<file path="config.mk">
export PLATFORM = sky130hd
export DESIGN_NAME = clmu_top
export DESIGN_NICKNAME = d
export VERILOG_FILES = /design/src/verilog/clmu_pkg.sv /design/src/verilog/clmu_top.sv
export VERILOG_INCLUDE_DIRS = /design/src /design/src/verilog
export SDC_FILE = /design/constraint.sdc
export NUM_CORES = 1
export LEC_CHECK = 0
export BUFFER_PORTS_ARGS = -buffer_cell sky130_fd_sc_hd__buf_2
export CELL_PAD_IN_SITES_DETAIL_PLACEMENT = 0
export CELL_PAD_IN_SITES_GLOBAL_PLACEMENT = 1
export CORE_MARGIN = 1
export CORE_UTILIZATION = 44
export CTS_CLUSTER_DIAMETER = 40
export DETAILED_ROUTE_END_ITERATION = 7
export PLACE_DENSITY_LB_ADDON = 0.1
export SLEW_MARGIN = 20
export SYNTH_ARGS = -nofsm -noshare
export SYNTH_HDL_FRONTEND = slang
export SYNTH_SLANG_ARGS = --single-unit
</file>
<file path="constraint.sdc">
create_clock -name clk_sys -period 2.2 [get_ports clk_sys]
set_clock_uncertainty 0.05 [all_clocks]
set_input_delay 0.44 -clock clk_sys [delete_from_list [all_inputs] [get_ports clk_sys]]
set_output_delay 0.44 -clock clk_sys [all_outputs]
set_load 0.03 [all_outputs]
</file>
<file path="src/verilog/clmu_params.svh">
// Constants for the combine-OR and word-select logic unit
//
// Notes on behaviour
// - Apply logic function, then OR each word
// - Word size comes from two-bit size field
// - SIMD flag reduces every sub-word separately
// - Function field selects one of eight functions
// - All-ones control word picks third operand
// - Word-select writes to paired register index
// - One cycle latency, one operation per cycle
`ifndef CLMU_PARAMS_SVH
`define CLMU_PARAMS_SVH

// ----------------------------------------------------------------
// Instruction word fields
// ----------------------------------------------------------------
`define CLMU_OPC_MSB    31
`define CLMU_OPC_LSB    24
`define CLMU_SIZE_MSB   23
`define CLMU_SIZE_LSB   22
`define CLMU_SIMD_BIT   21
`define CLMU_FUNC_MSB   20
`define CLMU_FUNC_LSB   18
`define CLMU_REG1_MSB   5
`define CLMU_REG1_LSB   0

// ----------------------------------------------------------------
// Size field codes
// ----------------------------------------------------------------
`define CLMU_SZ_BYTE    2'h0
`define CLMU_SZ_DOUBLE  2'h1
`define CLMU_SZ_QUAD    2'h2
`define CLMU_SZ_FULL    2'h3

// ----------------------------------------------------------------
// Function field codes
// ----------------------------------------------------------------
`define CLMU_FN_AND     3'h0
`define CLMU_FN_ANDN    3'h1
`define CLMU_FN_XOR     3'h2
`define CLMU_FN_OR      3'h3
`define CLMU_FN_NOR     3'h4
`define CLMU_FN_XNOR    3'h5
`define CLMU_FN_ORN     3'h6
`define CLMU_FN_NAND    3'h7

// ----------------------------------------------------------------
// Misc
// ----------------------------------------------------------------
`define CLMU_PAIR_MASK  6'h01
`define CLMU_OPC_COR    8'h40
`define CLMU_OPC_MUX    8'h41
`define CLMU_BYTE_W     8
`define CLMU_NUM_SIZES  4

`endif

</file>
<file path="src/verilog/clmu_pkg.sv">
// Types shared by the combine-OR and word-select logic unit
`include "clmu_params.svh"

package clmu_pkg;

  typedef logic [7:0] clmu_opc_t;
  typedef logic [5:0] clmu_reg_idx_t;
  typedef logic [31:0] clmu_instr_t;

  // Word size selections
  typedef enum logic [1:0] {
    CLMU_SIZE_BYTE   = `CLMU_SZ_BYTE,
    CLMU_SIZE_DOUBLE = `CLMU_SZ_DOUBLE,
    CLMU_SIZE_QUAD   = `CLMU_SZ_QUAD,
    CLMU_SIZE_FULL   = `CLMU_SZ_FULL
  } clmu_size_e;

endpackage : clmu_pkg

</file>
<file path="src/verilog/clmu_top.sv">
// Combine-OR and word-select datapath of the three-operand logic unit
`timescale 1ns/1ps
`include "clmu_params.svh"

module clmu_top #(
  parameter int                 DATA_W             = 64,
  parameter clmu_pkg::clmu_opc_t COMBINE_OR_OPCODE  = `CLMU_OPC_COR,
  parameter clmu_pkg::clmu_opc_t WORD_SELECT_OPCODE = `CLMU_OPC_MUX
) (
  input  wire logic                  clk_sys,
  input  wire logic                  reset_n,
  input  wire logic                  op_valid,
  input  wire clmu_pkg::clmu_instr_t instr,
  input  wire logic [DATA_W-1:0]     src1_data,
  input  wire logic [DATA_W-1:0]     src2_data,
  input  wire logic [DATA_W-1:0]     src3_data,
  output logic                       res_valid_ff,
  output clmu_pkg::clmu_reg_idx_t    res_index_ff,
  output logic [DATA_W-1:0]          res_data_ff
);
  import clmu_pkg::*;

  // ----------------------------------------------------------------
  // Functions
  // ----------------------------------------------------------------

  // Bitwise function of second and third operand
  function automatic logic [DATA_W-1:0] clmu_logic(
    input logic [2:0]        fn,
    input logic [DATA_W-1:0] x,
    input logic [DATA_W-1:0] y
  );
    logic [DATA_W-1:0] r;
    r = '0;
    case (fn)
      `CLMU_FN_AND:  r = x & y;
      `CLMU_FN_ANDN: r = x & ~y;
      `CLMU_FN_XOR:  r = x ^ y;
      `CLMU_FN_OR:   r = x | y;
      `CLMU_FN_NOR:  r = ~(x | y);
      `CLMU_FN_XNOR: r = ~(x ^ y);
      `CLMU_FN_ORN:  r = x | ~y;
      `CLMU_FN_NAND: r = ~(x & y);
      default:       r = '0;
    endcase
    return r;
  endfunction : clmu_logic

  // Mask of the lowest word for a size code
  function automatic logic [DATA_W-1:0] clmu_low_mask(input clmu_size_e sz);
    logic [DATA_W-1:0] m;
    m = '0;
    case (sz)
      CLMU_SIZE_BYTE:   m = {{(DATA_W-8){1'b0}}, 8'hff};
      CLMU_SIZE_DOUBLE: m = {{(DATA_W-16){1'b0}}, 16'hffff};
      CLMU_SIZE_QUAD:   m = {{(DATA_W-32){1'b0}}, 32'hffff_ffff};
      CLMU_SIZE_FULL:   m = '1;
      default:          m = '0;
    endcase
    return m;
  endfunction : clmu_low_mask

  // Size field of an instruction word
  function automatic clmu_size_e clmu_size_of(input clmu_instr_t iw);
    return clmu_size_e'(iw[`CLMU_SIZE_MSB:`CLMU_SIZE_LSB]);
  endfunction : clmu_size_of

  // ----------------------------------------------------------------
  // Instruction decode
  // ----------------------------------------------------------------

  wire clmu_opc_t     opc_fld   = instr[`CLMU_OPC_MSB:`CLMU_OPC_LSB];
  wire clmu_size_e    size_sel  = clmu_size_of(instr);
  wire logic          simd_en   = instr[`CLMU_SIMD_BIT];
  wire logic [2:0]    func_sel  = instr[`CLMU_FUNC_MSB:`CLMU_FUNC_LSB];
  wire clmu_reg_idx_t reg1_idx  = instr[`CLMU_REG1_MSB:`CLMU_REG1_LSB];
  wire logic          is_cor    = (opc_fld == COMBINE_OR_OPCODE);
  wire logic          is_mux    = (opc_fld == WORD_SELECT_OPCODE);
  wire logic          accept    = op_valid & (is_cor | is_mux);

  // ----------------------------------------------------------------
  // Per-word reductions for every size
  // ----------------------------------------------------------------

  // Bitwise function first, reductions after it
  wire logic [DATA_W-1:0] func_val = clmu_logic(func_sel, src2_data, src3_data);

  logic [DATA_W-1:0] or_exp  [`CLMU_NUM_SIZES];
  logic [DATA_W-1:0] all_exp [`CLMU_NUM_SIZES];

  // Each word spread back to its full width
  for (genvar s = 0; s < `CLMU_NUM_SIZES; s++) begin : g_size
    localparam int SZ = `CLMU_BYTE_W << s;
    for (genvar w = 0; w < DATA_W / SZ; w++) begin : g_word
      assign or_exp[s][w*SZ +: SZ]  = {SZ{|func_val[w*SZ +: SZ]}};
      assign all_exp[s][w*SZ +: SZ] = {SZ{&src2_data[w*SZ +: SZ]}};
    end
  end

  // ----------------------------------------------------------------
  // Result selection
  // ----------------------------------------------------------------

  // Scalar form keeps only the lowest word
  wire logic [DATA_W-1:0] cor_keep  = simd_en ? '1 : clmu_low_mask(size_sel);
  wire logic [DATA_W-1:0] cor_res   = or_exp[size_sel] & cor_keep;
  wire logic [DATA_W-1:0] sel_mask  = all_exp[size_sel];
  wire logic [DATA_W-1:0] mux_res   = (sel_mask & src3_data) |
                                      (~sel_mask & src1_data);

  // Destination: paired register for word-select
  wire clmu_reg_idx_t     nxt_index = is_mux ? (reg1_idx ^ `CLMU_PAIR_MASK)
                                             : reg1_idx;
  wire logic [DATA_W-1:0] nxt_data  = is_mux ? mux_res : cor_res;

  // ----------------------------------------------------------------
  // Result register
  // ----------------------------------------------------------------

  // One stage, new operation every cycle
  always_ff @(posedge clk_sys or negedge reset_n) begin
    if (!reset_n) begin
      res_valid_ff <= 1'b0;
      res_index_ff <= '0;
      res_data_ff  <= '0;
    end else begin
      res_valid_ff <= accept;
      if (accept) begin
        res_index_ff <= nxt_index;
        res_data_ff  <= nxt_data;
      end
    end
  end
endmodule : clmu_top

</file>
After elaboration in Yosys (flattened, before gate mapping)
Index checks and enable logic that the tools add are counted.
{"block": "word_totals", "inputBits": 227, "latchBits": 0, "ramBits": 0, "output_inout_bits": 71, "n_memories": 0, "regBits": 71, "rom_bits": 0, "wordCells": 77}
{"block": "classes", "div_mod_pow": 0, "n_mul": 0, "n_reduce_logical": 32, "magnitude_cmp": 1, "n_eq_ne": 12, "shifts": 0, "bitwise_logic": 18, "addsub": 0, "muxes": 11}
{"cell": "64-bit case mux with 8 select lines", "n": 1}
{"cell": "64-bit two-way mux", "n": 6}
{"cell": "64-bit AND", "n": 5}
{"cell": "64-bit NOT", "n": 5}
{"cell": "64-bit binary-select mux with 2-bit select", "n": 2}
{"cell": "64-bit case mux with 4 select lines", "n": 1}
{"cell": "64-bit OR", "n": 3}
{"cell": "16-bit AND reduction", "n": 4}
{"cell": "32-bit AND reduction", "n": 2}
{"cell": "64-bit AND reduction", "n": 1}
{"cell": "8-bit AND reduction", "n": 8}
{"cell": "16-bit OR reduction", "n": 4}
{"cell": "32-bit OR reduction", "n": 2}
{"cell": "64-bit OR reduction", "n": 1}
{"cell": "8-bit OR reduction", "n": 8}
{"cell": "64-bit XOR", "n": 1}
{"cell": "8-bit by 7-bit equality test with 1-bit output (second input constant)", "n": 2}
{"cell": "3-bit equality test (second input constant)", "n": 4}
{"cell": "3-bit by 2-bit equality test with 1-bit output (second input constant)", "n": 2}
{"cell": "2-bit equality test (second input constant)", "n": 2}
{"cell": "3-bit by 1-bit equality test with 1-bit output (second input constant)", "n": 1}
{"cell": "3-bit greater-or-equal comparator (second input constant)", "n": 1}
{"cell": "3-bit logical NOT", "n": 1}
{"cell": "2-bit NOT with 3-bit output", "n": 1}
{"cell": "6 further kinds", "n": 6}

Longest topological paths before layout
Gate-level depths: netlist (run 1).
{"block": "depth", "ltp_word": 9, "mapped_depth": 15, "ltp_nobuf": 11}

Worst setup path after synthesis (run 1)
No wires, ideal clock.
{"block": "synth_timing", "path_kind": "input to register", "start": "input port src2_data[46]", "end": "register res_data_ff[32]", "cell_stages": 12, "arrival_ps": 2963, "setup_slack_ps": -939, "setup_ps": 126, "n_path_buf": 1, "required_time_ps": 2024, "path_cell_list": "inv_1 > ha_1 > inv_1 > mux4_2 > nand2_1 > a31oi_1 > or4b_4 > nor4_1 > a211o_1 > o311ai_4 > buf_6 > o32a_1"}
{"block": "synth_between", "elab_chain_len": 9}
{"element": "start, declared", "line_no": "clmu_top.sv:15", "rtl": "input wire logic [DATA_W-1:0] src2_data,"}
{"element": "64-bit AND (tied with other cells)", "line_no": "clmu_top.sv:36, clmu_top.sv:43"}
{"element": "64-bit NOT (on tied branches)", "line_no": "clmu_top.sv:43, clmu_top.sv:40, clmu_top.sv:41"}
{"element": "64-bit case mux with 8 select lines", "line_no": "clmu_top.sv:35", "rtl": "case (fn)"}
{"element": "64-bit OR reduction (tied with other cells)", "line_no": "clmu_top.sv:95", "rtl": "assign or_exp[s][w*SZ +: SZ] = {SZ{|func_val[w*SZ +: SZ]}};"}
{"element": "64-bit binary-select mux with 2-bit select", "line_no": "clmu_top.sv:106", "rtl": "wire logic [DATA_W-1:0] cor_res = or_exp[size_sel] & cor_keep;"}
{"element": "64-bit two-way mux (not written as such) (2 in a row)", "line_no": "clmu_top.sv:106"}
{"element": "64-bit AND", "line_no": "clmu_top.sv:106"}
{"element": "64-bit two-way mux *", "line_no": "clmu_top.sv:114", "rtl": "wire logic [DATA_W-1:0] nxt_data = is_mux ? mux_res : cor_res;"}
{"element": "end signal, assigned", "line_no": "clmu_top.sv:130", "rtl": "res_data_ff <= nxt_data;"}
{"element": "end, declared", "line_no": "clmu_top.sv:19", "rtl": "output logic [DATA_W-1:0] res_data_ff"}
Mark *: on every way between the ends. The rest lies on a longest branch, timed or not. The select of a mux whose other input is x is not followed.
A chain may end at the register's enable or synchronous reset.

Final worst setup path (run 1)
{"block": "layout_timing", "start": "input port instr[18]", "end": "register res_data_ff[9]"}
{"block": "layout_between", "elab_chain_len": 8}
{"element": "start, declared", "line_no": "clmu_top.sv:13", "rtl": "input wire clmu_pkg::clmu_instr_t instr,"}
{"element": "3-bit equality test (tied with other cells)", "line_no": "clmu_top.sv:35"}
{"element": "64-bit case mux with 8 select lines *", "line_no": "clmu_top.sv:35"}
{"element": "64-bit OR reduction (tied with other cells)", "line_no": "clmu_top.sv:95"}
{"element": "64-bit binary-select mux with 2-bit select *", "line_no": "clmu_top.sv:106"}
{"element": "64-bit two-way mux (not written as such) * (2 in a row)", "line_no": "clmu_top.sv:106"}
{"element": "64-bit AND *", "line_no": "clmu_top.sv:106"}
{"element": "64-bit two-way mux *", "line_no": "clmu_top.sv:114"}
Marked as above.

==> flow_metrics.tcl, run 1 <==
set metrics [dict create \
    status "finished, violations left" \
    violations "setup timing" \
    antenna_found_initial 1 \
    cp_max_fo 8 \
    cp-end-kind "flop" \
    grt_usage_pct 32.1 \
    grt_overflow 0 \
    cts_sinks 71 \
    drc 0 \
    clockRootBuffer "clkbuf_16" \
    async_flop_share_pct 100 \
    final_nets 2398 \
    finalMaxSlewViolations 0 \
    die_w_um 160 \
    cp_slowest_stage_delay_ps 540 \
    yosysWarnings 0 \
    nFillCells 2080 \
    leakagePower_nw 8.69 \
    vias 12264 \
    rsz0062_at_grt "true" \
    reg2reg_depth 1 \
    multi_input_area_sq_mm 0.00890 \
    dpl_cell_area_sq_mm 0.0156 \
    grt_first_pass_wirelength_um 64300 \
    vdd_drop_max_mv 0.384 \
    cp_data_required_time_ps 2370 \
    gr-usage-met2_pct 56.9 \
    grt_max_degree 47 \
    top_usage_layer "met2" \
    timing.rr.start "res_data_ff[4]$_DFFE_PN0P_" \
    netlist_area_sq_mm 0.0110 \
    layout_common_cells "buf_4, buf_2, ha_1, inv_1, nor2_1" \
    finalHoldViolations 0 \
    synthesis.area_per_instance_sq_um 8.48 \
    gr-usage-met1_pct 38.1 \
    setup_violations 64 \
    startpoint_type "input port" \
    io_buffers 285 \
    final_common_cell "buf_4" \
    path_class "input port to flop" \
    ant_nets 0 \
    area_growth_pct 53.3 \
    drive_above_1_share_pct 44.1 \
    mappedNetlistNets 1779 \
    ys_seq_area_share_pct 16.2 \
    critPathSlowestCell "or4b_4" \
    grt_use_met3_pct 3.82 \
    path_clk_slew_ps 60 \
    avgViaCountPerCell 5.46 \
    powerDensity_mw_per_mm2 367 \
    synth-edff-count 0 \
    initial_core_util_pct 45.1 \
    crit_path_frequent_cell "buf_4" \
    fin_area_sq_mm 0.0169 \
    regToRegEndpoint "res_data_ff[4]$_DFFE_PN0P_" \
    gp_congestion 0.982 \
    fin_cells 2245 \
    synth_seq_cells 71 \
    ctsHtreeMaxLevel 3 \
    io_pins 298 \
    post-dp-hpwl_um 34800 \
    post-route-min-period_ps 3010 \
    drtIter0Drc 789 \
    first_pass_iters 5 \
    path_cells "buf_16, buf_4, nand2b_4, buf_4, or3_1, o211ai_1, a31oi_2, or4b_4, o41a_1, nor4_4, buf_4, o31ai_4, buf_6, o22a_1" \
    max_cap_violations 0 \
    grt_pass1_vias 12004 \
    coreArea_sq_mm 0.0244 \
    fmax_ghz 0.332 \
    rows 57 \
    dp_cells 2208 \
    finalCritPeriodShare_pct 137 \
    seqCellArea_sq_mm 0.00178 \
    routed_wl_um 42500 \
    rrSetupSlack_ps 1320 \
    clock_latency_ps 330 \
    synth_flop_cell "dfrtp_1" \
    die-area_sq_mm 0.0256 \
    tightest_slew_ps 658 \
    hp-class "input port to asynchronous set/reset pin" \
    numCtsBuffers 9 \
    wl_per_cell_um 18.9 \
    finalWorstSetupSlack_ps -814 \
    arrival_ps 3180 \
    cts_buffer_depth 2 \
    synth_cells 1296 \
    maxSlewHeadroom_pct 56.0 \
    cts_tree "done" \
    die_y_um 160 \
    synth_cell_type_count 80 \
]
routing by layer:
metal	vias up	part of all wire, %	routed length (um)
met5	-	0	0
met4	0	5.2	2220
met1	5794	40	17200
li1	5934	-	-
met2	445	49	21000
met3	91	5.0	2110
sequential cells by signal, summed over array words and instances, names as in the netlist:
signal        cells
res_data_ff      64
res_index_ff      6
res_valid_ff      1
critical path: cells and delay by family:
family                 cells  cell delay, ps
AOI/OAI and AO/OA          5             890
and+or+nand+nor            4            1100
buffers and inverters      5             730
timing repair:
action | 4_1_cts | 5_1_grt
hold buffers | 0 | 0
cloned | 0 | 1
setup endpoints to repair | 64 | 64
resized for setup | 20 | 160
buffers inserted | 2 | 17
pin swaps | 12 | 40
final cells by class:
type	instances	share of cell area (%)
inverter	146	3.68
clock inverter	7	0.579
sequential	71	10.5
antenna	1	0.0148
timing repair buffer	685	28.6
multi-input combinational	1002	52.8
clock buffer	9	1.34
tap	324	2.41
cell families after synthesis:
| kind of cell | after synthesis | synth area share [%] |
|---|---|---|
| DFF | 71 | 16.2 |
| buffers and inverters | 223 | 8.92 |
| xor gates and xnor gates | 1 | 0.0797 |
| muxes | 71 | 7.26 |
| adders and majority gates | 256 | 29.1 |
| and+or+nand+nor | 348 | 16.6 |
| AOI/OAI and AO/OA | 326 | 21.8 |
synth_stat cells (5+ instances only):
cell	number	area share [%]
ha_1	256	29
inv_1	143	4.9
nor2_1	86	2.9
nand2_1	72	2.5
dfrtp_1	71	16
mux2i_1	64	5.8
a21oi_1	52	2.4
nor3_1	51	2.3
o21ai_0	42	1.9
o32a_1	35	3.2
o22ai_1	27	1.5
o211ai_1	26	1.8
buf_2	25	1.1
clkbuf_1	25	0.85
a211oi_1	24	1.6
nand4_1	20	1.1
nand2b_1	19	1.1
nand3_1	18	0.82
and3_1	17	0.97
a31oi_1	14	0.80
o221ai_1	12	0.96
and2_1	11	0.63
buf_4	10	0.68
buf_6	10	1.0
a221o_1	9	0.82
nor3b_1	9	0.61
o22a_1	9	0.72
nor2b_1	8	0.46
o32ai_1	8	0.64
or3_1	8	0.46
a21boi_0	7	0.48
buf_1	7	0.24
mux4_2	7	1.4
a211o_1	6	0.48
a311oi_1	6	0.48
a21o_1	5	0.34
o311ai_0	5	0.40
o31ai_1	5	0.34
metrics by stage:
stage                     power [mW]  util [%]  setup WS, ps  hold slack, ps  TNS (ps)
final                           6.19      69.1          -814            46.4    -44750
after global routing            6.52      69.1          -943            75.6    -53370
after CTS                       6.01      65.8          -836            51.4    -49560
after detailed placement        4.42      64.1         -1280             407    -77080
after global placement          4.37      64.1         -1230             397    -75260
after floorplan                 3.03         -          -746            94.4    -43800
where the power goes:
group	total, mW	switching, mW	leakage (nW)	internal (mW)
clock	1.56	0.568	0.152	0.993
sequential	1.56	0.0923	0.947	1.47
combinational	3.06	1.65	7.59	1.42
total	6.19	2.31	8.69	3.88
worst max path at each step:
stage	slack (ps)	endpoint	startpoint
detailed placement	-1280	res_data_ff[4]$_DFFE_PN0P_	instr[18]
global placement	-1230	res_data_ff[56]$_DFFE_PN0P_	instr[18]
finish	-810	res_data_ff[9]$_DFFE_PN0P_	instr[18]
global route	-940	res_data_ff[9]$_DFFE_PN0P_	instr[18]
CTS	-840	res_data_ff[4]$_DFFE_PN0P_	src3_data[32]
floorplan	-750	res_data_ff[0]$_DFFE_PN0P_	src2_data[26]
(Power assumes the default switching activity.)
==> run 2, diff against run 1 <==
--- a/config.mk
+++ b/config.mk
@@ -7,6 +7,7 @@
 export NUM_CORES = 1
 export LEC_CHECK = 0
 export BUFFER_PORTS_ARGS = -buffer_cell sky130_fd_sc_hd__buf_2
+export CAP_MARGIN = 20
 export CELL_PAD_IN_SITES_DETAIL_PLACEMENT = 0
 export CELL_PAD_IN_SITES_GLOBAL_PLACEMENT = 1
 export CORE_MARGIN = 1
@@ -14,6 +15,7 @@
 export CTS_CLUSTER_DIAMETER = 40
 export DETAILED_ROUTE_END_ITERATION = 7
 export PLACE_DENSITY_LB_ADDON = 0.1
+export REMOVE_ABC_BUFFERS = 1
 export SLEW_MARGIN = 20
 export SYNTH_ARGS = -nofsm -noshare
 export SYNTH_HDL_FRONTEND = slang
==> flow_metrics.tcl, run 2 (same netlist as run 1, synthesis figures left out) <==
set metrics [dict create \
    tightest_slew_ps 910 \
    finalCritPeriodShare_pct 136 \
    startpoint_type "input port" \
    regToRegEndpoint "res_data_ff[3]$_DFFE_PN0P_" \
    reg2reg_depth 1 \
    io_buffers 285 \
    drive_above_1_share_pct 41.8 \
    grt_max_degree 38 \
    seqCellArea_sq_mm 0.00178 \
    rows 57 \
    finalWorstSetupSlack_ps -781 \
    vias 12340 \
    finalHoldViolations 2 \
    cp_slowest_stage_delay_ps 570 \
    area_growth_pct 50.5 \
    cts_sinks 71 \
    path_clk_slew_ps 60 \
    hold_buffers 0 \
    grt_usage_pct 31.4 \
    largest_register_ff_count 64 \
    grt_pass1_vias 12503 \
    maxSlewHeadroom_pct 39.1 \
    fin_tns_setup_ps -46150 \
    critPathSlowestCell "or4_4" \
    antenna_found_initial 7 \
    path_class "input port to flop" \
    numCtsBuffers 9 \
    grt_first_pass_wirelength_um 64100 \
    wl_per_cell_um 18.6 \
    avgViaCountPerCell 5.52 \
    top_usage_layer "met2" \
    post-route-min-period_ps 2980 \
    whs_ps -11.5 \
    grt_overflow 0 \
    cp_max_fo 8 \
    vdd_drop_max_mv 0.310 \
    largest-register "res_data_ff" \
    clock_latency_ps 370 \
    cp_data_required_time_ps 2390 \
    coreArea_sq_mm 0.0244 \
    arrival_ps 3170 \
    gr-usage-met1_pct 39.6 \
    ctsHtreeMaxLevel 3 \
    post-dp-hpwl_um 32400 \
    status "finished, violations left" \
    drc 0 \
    dp_slack_ps -1410 \
    top_regs "res_data_ff (64), res_index_ff (6), res_valid_ff (1)" \
    rsz0062_at_grt "true" \
    io_pins 298 \
    path_cells "buf_2, inv_1, ha_2, a311oi_1, o32a_1, o32a_1, or4_4, o41a_1, nor4_4, buf_4, o31ai_4, buf_12, o22a_1" \
    finalMaxSlewViolations 0 \
    crit_path_frequent_cell "o32a_1" \
    max_cap_violations 0 \
    drtIter0Drc 858 \
    violations "hold timing, setup timing" \
    grt_use_met3_pct 4.70 \
    die_y_um 160 \
    setup_violations 64 \
    first_pass_iters 6 \
    cts_tree "done" \
    hp-class "input port to asynchronous set/reset pin" \
    fmax_ghz 0.335 \
    gr-usage-met2_pct 54.1 \
    multi_input_area_sq_mm 0.00871 \
    final_common_cell "buf_4" \
    final_nets 2386 \
    rrSetupSlack_ps 1310 \
    routed_wl_um 41700 \
    leakagePower_nw 8.65 \
    die_w_um 160 \
    nFillCells 2130 \
    powerDensity_mw_per_mm2 362 \
    layout_common_cells "buf_4, buf_2, ha_1, inv_1, nor2_1" \
    ant_nets 0 \
    timing.rr.start "res_data_ff[3]$_DFFE_PN0P_" \
    clockRootBuffer "clkbuf_16" \
    cp-end-kind "flop" \
    gp_congestion 0.926 \
    die-area_sq_mm 0.0256 \
    cts_buffer_depth 2 \
    initial_core_util_pct 45.1 \
]
run 2: changes by cell type in the layout (fill, tap and decap cells not counted), moves of 4 or more:
cell     delta
buf_4      -32
buf_6      +19
inv_1      +14
ha_1       +11
ha_4       -11
inv_2       -7
buf_12      -5
buf_2       +5
diode_2     +4
nor2_1      +4
o21ai_0     -4
o21ai_1     +4
run 2: worst max path at each step:
stage | to | slack [ps] | from
after floorplan | res_data_ff[32]$_DFFE_PN0P_ | -1490 | instr[29]
after global placement | res_data_ff[25]$_DFFE_PN0P_ | -1350 | src2_data[33]
after detailed placement | res_data_ff[29]$_DFFE_PN0P_ | -1410 | src2_data[46]
after CTS | res_data_ff[13]$_DFFE_PN0P_ | -760 | src3_data[46]
after global routing | res_data_ff[62]$_DFFE_PN0P_ | -860 | instr[18]
final | res_data_ff[13]$_DFFE_PN0P_ | -780 | src3_data[57]
run 2: routing by layer:
| layer | wire length, um | vias up | part of all wire [%] |
|---|---|---|---|
| met3 | 2740 | 78 | 6.6 |
| met2 | 20100 | 502 | 48 |
| met1 | 17700 | 5851 | 42 |
| li1 | - | 5905 | - |
| met4 | 1160 | 4 | 2.8 |
| met5 | 19 | - | 0.046 |
run 2: area by class of cell:
class / instances / area share [%]
Sequential cell: 71 / 10.7
Antenna cell: 5 / 0.0756
Tap cell: 324 / 2.45
Timing Repair Buffer: 673 / 29.0
Clock inverter: 6 / 0.257
Inverter: 146 / 3.42
Clock buffer: 10 / 1.44
Multi-Input combinational cell: 1002 / 52.6
run 2: critical path: cells and delay by family:
family,cells,cell delay [ps]
buffers and inverters,4,480
AOI/OAI and AO/OA,6,1210
and+or+nand+nor,2,710
adders and majority gates,1,340
run 2: per-stage QoR:
step / util [%] / std cells / instance area [sq um] / power [mW]
global route: 67.8 / 2236 / 16500 / 6.31
CTS: 66.4 / 2221 / 16200 / 5.91
global placement: 62.4 / 2190 / 15200 / 4.24
floorplan: - / 1219 / 10600 / 2.89
finish: 67.9 / 2237 / 16600 / 5.98
detailed placement: 62.4 / 2190 / 15200 / 4.28
run 2: report_power, final:
| part | leakage, nW | internal [mW] | switching, mW |
|---|---|---|---|
| sequential | 0.947 | 1.47 | 0.0903 |
| clock | 0.135 | 0.799 | 0.666 |
| combinational | 7.57 | 1.38 | 1.59 |
| total | 8.65 | 3.64 | 2.34 |
run 2: timing repair:
action	4_1_cts	5_1_grt
pin swaps	36	21
resized for setup	121	47
endpoints found under the hold margin	0	0
gates cloned	2	4
buffers inserted	14	7
setup endpoints to repair	64	64
